<file path="src/pkg/rdy_pkg.sv">
// shared types and constants of the ready wait-state controller
package rdy_pkg;
	// phase counters are 6 bits wide, access phase spans 1..32
	localparam int PHASE_W = 6;
	localparam logic [5:0] ACC_MIN = 6'h01;
	localparam logic [5:0] ACC_MAX = 6'h20;
	localparam int DATA_W = 16;
	localparam logic SYNC_FF_RST = 1'b0;
	localparam logic REF_CLK_RST = 1'b0;
	// async mode: extra sample stage before the ready value is used
	localparam logic [1:0] ASYNC_EXTRA = 2'h1;

	typedef enum logic [1:0] {
		ST_IDLE = 2'b00,
		ST_ACC = 2'b01,
		ST_RDYW = 2'b10,
		ST_END = 2'b11
	} cyc_state_t;

	// one bus cycle request from the core
	typedef struct packed {
		logic start;
		logic is_read;
		logic rdy_ctl;
		logic [5:0] acc_len;
	} cyc_req_t;

	// strobes driven to the pins
	typedef struct packed {
		logic rd_n;
		logic wr_n;
		logic busy;
	} bus_strobe_t;
endpackage

</file>
<file path="src/rtl/ready_ctrl.sv">
// ready-controlled bus cycle sequencer with wait-state insertion
`timescale 1ns/10ps
// Overview of operation
// - ready active level chosen by a polarity input, high or low
// - async mode: ready goes through extra sync stage, at least one wait
// - first ready sample point placed after programmed access phase length
// - ready inactive at sample point inserts a wait phase, resample next
// - ready active at sample point ends the running bus cycle
// - sample points differ per mode; ready ignored during access phase
// - read data captured on the edge that raises the read strobe
module ready_ctrl import rdy_pkg::*; #(
	parameter int DW = DATA_W
) (
	input wire logic core_clk,
	input wire logic rst,
	input wire cyc_req_t req,
	input wire logic ready_active_high,
	input wire logic ready_async_mode,
	input wire logic ready_pin,
	input wire logic [DW-1:0] data_pin,
	output logic rd_n,
	output logic wr_n,
	output logic cyc_busy,
	output logic cyc_done,
	output logic [DW-1:0] rd_data,
	output logic [5:0] wait_count,
	output logic bus_reference_clock_out
);
	typedef struct packed {
		cyc_state_t state;
		logic is_read;
		logic rdy_ctl;
		logic async_m;
		logic pol_hi;
		logic [5:0] acc_cnt;
		logic [1:0] skip_cnt;
		logic [5:0] wait_cnt;
		logic rdy_reg;
		logic raw_s1;
		logic raw_s2;
		logic [DW-1:0] data_s1;
		logic [DW-1:0] data_s2;
		logic [DW-1:0] rdata;
		bus_strobe_t strb;
		logic done;
		logic ref_clk;
	} ctl_st_t;

	ctl_st_t st_q;
	ctl_st_t st_d;
	logic rdy_synced;
	logic rdy_sample;
	logic rdy_seen;

	// async path: two-flop synchroniser, and
	rdy_sync u_async_sync (
		.core_clk(core_clk),
		.rst(rst),
		.async_in(ready_pin),
		.sync_out(rdy_synced)
	);

	// async mode reads the extra registered stage, adding a wait
	assign rdy_sample = st_q.async_m ? st_q.rdy_reg : st_q.raw_s2;
	// polarity applied after synchronisation
	assign rdy_seen = st_q.pol_hi ? rdy_sample : ~rdy_sample;

	// sequencer next state
	always_comb begin
		st_d = st_q;
		st_d.done = 1'b0;
		st_d.ref_clk = ~st_q.ref_clk;
		st_d.rdy_reg = rdy_synced; // extra async stage
		// sync path: two pin flops, the first read only by the second
		st_d.raw_s1 = ready_pin;
		st_d.raw_s2 = st_q.raw_s1;
		st_d.data_s1 = data_pin;
		st_d.data_s2 = st_q.data_s1;
		unique case (st_q.state)
			ST_IDLE: begin
				st_d.strb = '{rd_n: 1'b1, wr_n: 1'b1, busy: 1'b0};
				if (req.start) begin
					st_d.state = ST_ACC;
					st_d.is_read = req.is_read;
					st_d.rdy_ctl = req.rdy_ctl;
					// mode and polarity latched per cycle so a change mid-cycle is harmless
					st_d.async_m = ready_async_mode;
					st_d.pol_hi = ready_active_high;
					// access phase length clamped to 1..32
					if (req.acc_len < ACC_MIN) begin
						st_d.acc_cnt = ACC_MIN;
					end else if (req.acc_len > ACC_MAX) begin
						st_d.acc_cnt = ACC_MAX;
					end else begin
						st_d.acc_cnt = req.acc_len;
					end
					st_d.skip_cnt = ready_async_mode ? ASYNC_EXTRA : 2'h0;
					st_d.wait_cnt = 6'h00;
					st_d.strb = '{rd_n: ~req.is_read, wr_n: req.is_read, busy: 1'b1};
				end
			end
			ST_ACC: begin
				// ready ignored until mandatory access waits elapse
				st_d.acc_cnt = st_q.acc_cnt - 6'h01;
				if (st_q.acc_cnt == 6'h01) begin
					st_d.state = st_q.rdy_ctl ? ST_RDYW : ST_END;
				end
			end
			ST_RDYW: begin
				if (st_q.skip_cnt != 2'h0) begin
					// async: forced wait for the extra stage
					st_d.skip_cnt = st_q.skip_cnt - 2'h1;
					st_d.wait_cnt = st_q.wait_cnt + 6'h01;
				end else if (rdy_seen) begin
					st_d.state = ST_END;
				end else begin
					// inactive: one more wait phase
					st_d.wait_cnt = st_q.wait_cnt + 6'h01;
				end
			end
			ST_END: begin
				// strobe rises and read data captured on the same edge
				st_d.strb = '{rd_n: 1'b1, wr_n: 1'b1, busy: 1'b0};
				if (st_q.is_read) begin
					st_d.rdata = st_q.data_s2;
				end
				st_d.done = 1'b1;
				st_d.state = ST_IDLE;
			end
		endcase
	end

	always_ff @(posedge core_clk) begin
		if (rst) begin
			st_q <= '{state: ST_IDLE, is_read: 1'b0, rdy_ctl: 1'b0, async_m: 1'b0, pol_hi: 1'b1,
				acc_cnt: 6'h00, skip_cnt: 2'h0, wait_cnt: 6'h00, rdy_reg: 1'b0, raw_s1: 1'b0, raw_s2: 1'b0,
				data_s1: '0, data_s2: '0, rdata: '0,
				strb: '{rd_n: 1'b1, wr_n: 1'b1, busy: 1'b0}, done: 1'b0, ref_clk: REF_CLK_RST};
		end else begin
			st_q <= st_d;
		end
	end

	assign rd_n = st_q.strb.rd_n;
	assign wr_n = st_q.strb.wr_n;
	assign cyc_busy = st_q.strb.busy;
	assign cyc_done = st_q.done;
	assign rd_data = st_q.rdata;
	assign wait_count = st_q.wait_cnt;
	assign bus_reference_clock_out = st_q.ref_clk;

	// while the access phase counts down the sequencer stays there and ignores ready
	chk_acc_no_sample: assert property (@(posedge core_clk) disable iff (rst)
		(st_q.state == ST_ACC && st_q.acc_cnt != 6'h01) |=> st_q.state == ST_ACC)
		else $error("access phase left before its programmed length");

	// inactive ready at a sample point costs exactly one more wait phase
	chk_rdy_wait_extend: assert property (@(posedge core_clk) disable iff (rst)
		(st_q.state == ST_RDYW && st_q.skip_cnt == 2'h0 && !rdy_seen) |=> (st_q.state == ST_RDYW
		&& st_q.wait_cnt == $past(st_q.wait_cnt) + 6'h01))
		else $error("inactive ready did not add a wait phase");

	// active ready ends the cycle through the end phase
	chk_rdy_ends_cycle: assert property (@(posedge core_clk) disable iff (rst)
		(st_q.state == ST_RDYW && st_q.skip_cnt == 2'h0 && rdy_seen) |=> ##1 (cyc_done && !cyc_busy))
		else $error("active ready did not end cycle");

	// async forced wait holds the cycle even when ready is already active
	chk_async_extra_wait: assert property (@(posedge core_clk) disable iff (rst)
		(st_q.state == ST_RDYW && st_q.skip_cnt != 2'h0) |=> (st_q.state == ST_RDYW
		&& st_q.wait_cnt == $past(st_q.wait_cnt) + 6'h01))
		else $error("async forced wait skipped");

	// async ready cycles always report at least one wait
	chk_async_min_wait: assert property (@(posedge core_clk) disable iff (rst)
		(cyc_done && st_q.async_m && st_q.rdy_ctl) |-> (wait_count >= 6'h01))
		else $error("async ready cycle without wait state");

	// read data taken on the edge that raises the read strobe
	chk_read_capture: assert property (@(posedge core_clk) disable iff (rst)
		(st_q.state == ST_END && st_q.is_read) |=> (rd_n && rd_data == $past(st_q.data_s2)))
		else $error("read data not captured with strobe rise");

	// strobes released with done, and done lasts a single cycle
	chk_done_release: assert property (@(posedge core_clk) disable iff (rst)
		cyc_done |-> (rd_n && wr_n && !cyc_busy) ##1 !cyc_done)
		else $error("done pulse too long or strobe still low");

	// a new cycle starts its strobe with a clamped access length
	chk_strobe_active: assert property (@(posedge core_clk) disable iff (rst)
		(st_q.state == ST_IDLE && req.start) |=> (cyc_busy && (rd_n != wr_n) && st_q.acc_cnt >= ACC_MIN))
		else $error("strobe or access length wrong at start");

	// wait count restarts with every cycle, so no old count leaks into the next
	chk_wait_restart: assert property (@(posedge core_clk) disable iff (rst)
		(st_q.state == ST_IDLE && req.start) |=> wait_count == 6'h00)
		else $error("wait count not cleared at cycle start");

	// ready at its chosen active level ends the wait, for either polarity
	chk_polarity: assert property (@(posedge core_clk) disable iff (rst)
		(st_q.state == ST_RDYW && st_q.skip_cnt == 2'h0 && rdy_sample == st_q.pol_hi) |=> st_q.state == ST_END)
		else $error("ready polarity not applied");

	// cycles without ready control never wait for ready
	chk_no_ready_uncontrolled: assert property (@(posedge core_clk) disable iff (rst)
		(st_q.state == ST_ACC && st_q.acc_cnt == 6'h01 && !st_q.rdy_ctl) |=> st_q.state == ST_END)
		else $error("uncontrolled cycle entered ready wait");

	// reference clock toggles every edge, the first edge after reset included; that first toggle is checked one edge later
	chk_ref_clk_toggle: assert property (@(posedge core_clk) disable iff (rst)
		!$past(rst) |-> bus_reference_clock_out != $past(bus_reference_clock_out))
		else $error("reference clock did not toggle");

	// main scenarios: both modes, low polarity, long waits
	cov_sync_read: cover property (@(posedge core_clk) cyc_done && !st_q.async_m && st_q.is_read);
	cov_async_write: cover property (@(posedge core_clk) cyc_done && st_q.async_m && !st_q.is_read);
	cov_long_wait: cover property (@(posedge core_clk) cyc_done && wait_count > 6'h03);
	cov_low_polarity: cover property (@(posedge core_clk) cyc_done && !st_q.pol_hi && st_q.rdy_ctl);
endmodule

</file>
<file path="src/rtl/rdy_sync.sv">
// two-flop synchroniser for the ready pin
`timescale 1ns/10ps
module rdy_sync import rdy_pkg::*; (
	input wire logic core_clk,
	input wire logic rst,
	input wire logic async_in,
	output logic sync_out
);
	typedef struct packed {
		logic s1;
		logic s2;
	} sync_st_t;

	sync_st_t st_q;
	sync_st_t st_d;

	// first stage is read only by the second
	always_comb begin
		st_d.s1 = async_in;
		st_d.s2 = st_q.s1;
	end

	always_ff @(posedge core_clk) begin
		if (rst) begin
			st_q <= '{s1: SYNC_FF_RST, s2: SYNC_FF_RST};
		end else begin
			st_q <= st_d;
		end
	end

	assign sync_out = st_q.s2;
endmodule

</file>
<file path="config.mk">
export PLATFORM = sky130hd
export DESIGN_NAME = ready_ctrl
export DESIGN_NICKNAME = d
export VERILOG_FILES = /design/src/pkg/rdy_pkg.sv /design/src/rtl/ready_ctrl.sv /design/src/rtl/rdy_sync.sv
export SDC_FILE = /design/constraint.sdc
export NUM_CORES = 1
export LEC_CHECK = 0
export ABC_AREA = 1
export ABC_CLOCK_PERIOD_IN_PS = 1330
export BUFFER_PORTS_ARGS = -buffer_cell sky130_fd_sc_hd__buf_2
export CAP_MARGIN = 20
export CELL_PAD_IN_SITES_DETAIL_PLACEMENT = 1
export CELL_PAD_IN_SITES_GLOBAL_PLACEMENT = 1
export CORE_ASPECT_RATIO = 2
export CORE_MARGIN = 3
export CORE_UTILIZATION = 30
export CTS_CLUSTER_SIZE = 20
export DETAILED_ROUTE_END_ITERATION = 10
export MAX_ROUTING_LAYER = met4
export PLACE_DENSITY = 0.74
export REMOVE_ABC_BUFFERS = 1
export SLEW_MARGIN = 20
export SYNTH_ARGS = -nofsm -noshare
export SYNTH_HDL_FRONTEND = slang
export SYNTH_SLANG_ARGS = --single-unit
</file>
<file path="constraint.sdc">
create_clock -name core_clk -period 1.33 [get_ports core_clk]
set_input_delay 0 -clock core_clk [delete_from_list [all_inputs] [get_ports core_clk]]
set_output_delay 0 -clock core_clk [all_outputs]
set_load 0.005 [all_outputs]
</file>
* Word-level counts from Yosys, hierarchy flattened
Cells that the tools add are included.
Cells by class: eq/ne operators 10, mux-type cells 19, bitwise logic cells 3, reduce and logical (&&, ||, !) cells 11, $add $sub $neg 3, $lt $le $gt $ge 2
Operator list (count):
- $mux 6 | 4
- $mux 20 | 1
- $pmux 8 s2 | 1
- $pmux 6 s2 | 1
- $ne 2x2->1 const B | 5
- $mux 2 | 4
- $pmux 2 s4 | 1
- $reduce_bool 2->1 | 4
- $add 6x1->6 const B | 1
- $eq 6x1->1 const B | 1
- $gt 6x6->1 const B | 1
- $lt 6x1->1 const B | 1
- $pmux 3 s2 | 1
- $reduce_and 2->1 | 3
- $reduce_and 3->1 | 2
- $sub 6x1->6 const B | 1
- $mux 1 | 5
- $eq 2x2->1 const B | 2
- $reduce_and 4->1 | 1
- $mux 3 | 1
- $ne 3x3->1 const B | 1
- $not 1->1 | 3
- $eq 2x1->1 const B | 1
- $logic_not 2->1 | 1
- $sub 2x1->2 const B | 1
Storage, ports and cells: logic and storage cells 67, bits in registers 76, output and inout bits 27, input bits 30

* Depth between registers and ports, before layout
depth after elaboration 6, gate-level depth with buffers 10, gate-level depth less buffers 10

* By module
From an unflattened synthesis, not the netlist that was laid out.
Unflattened totals: cell total of the unflattened synthesis 407, area, all modules 3173.0 sq um
By module, submodules not included:
- ready_ctrl | times used 1, cells each 401, sequential area each 1521.5 sq um, area each 3118.0 sq um
- rdy_sync | times used 1, cells each 6, sequential area each 40.0 sq um, area each 55.1 sq um

* Worst setup path after synthesis
OpenSTA, ideal clock, no wires.
path type register to register, start point register st_q[75] (netlist name), end point register st_q[68] (netlist name), slack -0.082 ns, data required time 1.211 ns, library setup time 0.119 ns, period minus slack after synthesis 1.412 ns, stages on the path, launching flop included 9, arrival time 1.292 ns, buffers on the path 1, cell sequence dfxtp_1 > inv_1 > ha_1 > clkbuf_2 > inv_1 > o21ai_2 > inv_2 > o21ai_1 > a21oi_1
Between the ends: longest elaborated chain between the ends 3, elaborated cells on any way between the ends 6
RTL lines:
- start, declared | RTL line ready_ctrl.sv:49 | ctl_st_t st_q;
- start signal, assigned | RTL line ready_ctrl.sv:135 | st_q <= '{state: ST_IDLE, is_read: 1'b0, rdy_ctl: 1'b0, async_m: 1'b0, pol_hi: 1'b1,
- start signal, assigned | RTL line ready_ctrl.sv:140 | st_q <= st_d;
- $eq 2x1->1 / $logic_not 2->1 (equally long branches) | RTL line ready_ctrl.sv:79 | unique case (st_q.state)
- $reduce_bool 2->1 (no line) / $ne 2x2->1 (equally long branches)
- $reduce_and 2->1 (no line)
Several ways; a longest one is shown, not always the timed one. A chain may end at the register's enable or synchronous reset.

* Worst setup path in the final report
start point register st_q[74] (netlist name), end point register st_q[64] (netlist name)
Same word-level chain as after synthesis.

==> results.md <==
* Cell taking the most area after synthesis: dfxtp_1
* Final Cell Area at 4320 um2
* Hold WS at 0.0183 ns
* Row count at 52
* CORE AREA at between 10000 and 15000 um2
* Pin count of the biggest net entering global routing at 36
* Num ports at 57
* Synth Register Bits at between 70 and 80
* Most frequent cells in the layout: nor2_1, dfxtp_1, inv_1, buf_2, nand2_1
* Setup ws final at -0.0648 ns
* Pwr dens at 1930 nW/um2
* Setup Crit Path Kind: reg -> reg
* Final setup vio count at 12
* Top cell type's share of synthesized area at 48.9%
* Setup crit end kind: register
* Hold WC Path Type: in -> reg
* Mapped Cells at 400
* Clock slew seen by the registers of the worst setup and hold paths at 0.06 ns
* PortBufs at 56
* Area delta synth->final at 38.7%
* RSZ-0062 raised after global routing: yes
* Max cap viols at 0
* Seq/Total Area, Yosys at about half
* Data arrival time of the worst path at approximately 1.6 ns
* CTS buffer count at 9
* Final worst path period need at between 1 and 1.5 ns
* First-pass GRT wire length at 13500 um
* Synth area leaders: dfxtp_1, nor2_1, inv_1
* DR DRC count at 0
* Layout Nets at 521
* Slowest CP cell: dfxtp_4
* # diodes at 0
* Post-DP Area at between 3000 and 4000 um2
* Initial antenna violation count at 0
* Final worst path period share at 105%
* Die X at about 78 um
* Failing checks: negative setup slack
* CTS sink count at 76
* Synth Area per Inst at 7.79 um2
* CP max stage delay at 0.38 ns
* Vias at 2754
* Slew HR at 77.3%
* Critical Path, Cell by Cell: inv_4 -> ha_4 -> nand2_2 -> o21ai_2 -> buf_4 -> o21ai_0 -> a21oi_1
* Required time of the critical path at around 1.5 ns
* Tot Pwr at 8.35 mW
* Maximum vdd drop at 0.776 mV
* Slew @ Worst Pin at 0.341 ns
* Initial Utilization at between 30% and 40%
* Critical Path Source Type: register
* Yosys warns at 0
* GR Overflow Total at 0
* Final Util at 42.6%
* Slew Viols, Final at 0
* Dpl hpwl at 5590 um
* Share of layout cells above drive strength 1 at 28.8%
* Vias in the first global route at between 2000 and 3000
* DR WL/cell at 13.2 um
* Clock Skew at 0.00267 ns
* RR Startpoint: st_q[74]
* CTS Buffer Depth at 2
* Hold Crit Start: ready_async_mode
* Die area at 11700 um2
* Outcome: finished, violations left
* Antenna-violating nets left at 0
* GRT Util Overall at 15.1%
* Die Height at 150 um
* Commonest non-fill, non-tap cell in the layout: nor2_1
* # fillers at 1242
* Leakage power at 1.98 nW
* Cell Area, Synth at approximately 3100 um2
* Hold Vio Cnt, Final at 0
* Ys flop type: dfxtp_1
* Count of cell types in the netlist at 31
* Maximum fanout along the worst path at 5
* Drt pass-1 iters at 4
* GP Congestion at 0.850
* DR iter-0 viols at 84
* Number of synthesized flops with an enable pin at 0
* Total Wirelength at around 8000 um
* Critical Path Start: st_q[74]
* TNS Setup at -0.341 ns
* H-Tree Depth at 3
* Clk_lat worst skew at between 0.3 and 0.4 ns
* Fmax at 717 MHz
* Vias per inst at 4.43
* FFs w/ async S/R, synth at 0%
* CTS tree: built
* Root Buffer: clkbuf_16
cells in the mapped netlist (3+ instances only):
cell type	instances
inv_1	60
nand3_1	17
nor2_1	89
nand2_1	36
xor2_1	3
a21oi_1	23
o21ai_0	30
buf_4	22
clkbuf_1	6
dfxtp_1	76
inv_2	3
ha_1	9
metal layers:
metal,part of all wire (%),wire [um],GRT usage [%],vias to the layer above
met5,0,0,-,-
met4,2.4,194,8.06,0
met3,2.1,175,2.40,12
met2,59,4810,29.1,47
met1,37,3040,13.9,1320
li1,-,-,-,1375
metrics by stage:
stage          setup WS, ns  std cells
3_3_place_gp         -0.151        575
2_1_floorplan        -0.130        366
3_5_place_dp         -0.302        575
4_1_cts             -0.0359        618
6_report            -0.0648        621
5_1_grt              -0.145        621
cell families after synthesis:
kind of cell               share of synthesized area [%]
DFF                                                 48.9
xor gates and xnor gates                            1.13
adders and majority gates                           3.62
AOI/OAI and AO/OA                                   10.8
and+or+nand+nor                                     20.7
buffers and inverters                               14.9
registers in the layout (all words and copies together), names as in the netlist:
name and flops:
st_q 31, bus_reference_clock_out 1, st_d 17, cyc_done 1
wait_count 6, rd_data 16, u_async_sync.sync_out 1, cyc_busy 1
wr_n 1, rd_n 1
power by group:
group	internal, mW	leakage, nW	switching, mW	total (mW)
clock network	2.02	0.176	0.955	2.97
registers	2.56	0.625	0.191	2.75
logic	1.17	1.18	1.45	2.62
final timing paths:
kind / cells past startpoint / endpoint / slack, ns
max: 7 / st_q[64] / -0.06
min: 3 / st_q[71] / 0.02
max reg2reg: 7 / st_q[64] / -0.06
min reg2reg: 2 / st_q[25] / 0.40
area by class of cell:
cell class	instances	area, um2	share of cell area (%)
clock inverters	6	138	3.19
well taps	135	169	3.91
repair buffers	105	742	17.2
clock buffers	9	225	5.21
multi-input cells	227	1270	29.5
flip-flops and latches	76	1530	35.4
inverters	63	244	5.65
worst max-delay path: cells and delay by family (launching register included):
family,cells,cell delay [ns]
adder cells (fa/ha/maj),1,0.19
AND/OR/NAND/NOR,1,0.09
AO/OA/AOI/OAI,3,0.38
flip-flops,1,0.38
buffers and inverters,2,0.22
what timing repair did:
| item | in CTS | in global routing |
|---|---|---|
| gates resized for setup | 32 | 21 |
| hold endpoints to repair | 24 | 0 |
| gates cloned | 0 | 0 |
| endpoints found under the setup margin | 25 | 35 |
| pin swaps | 11 | 15 |
| buffers inserted | 5 | 3 |
| hold buffers | 23 | 0 |
(Power assumes the default switching activity.)
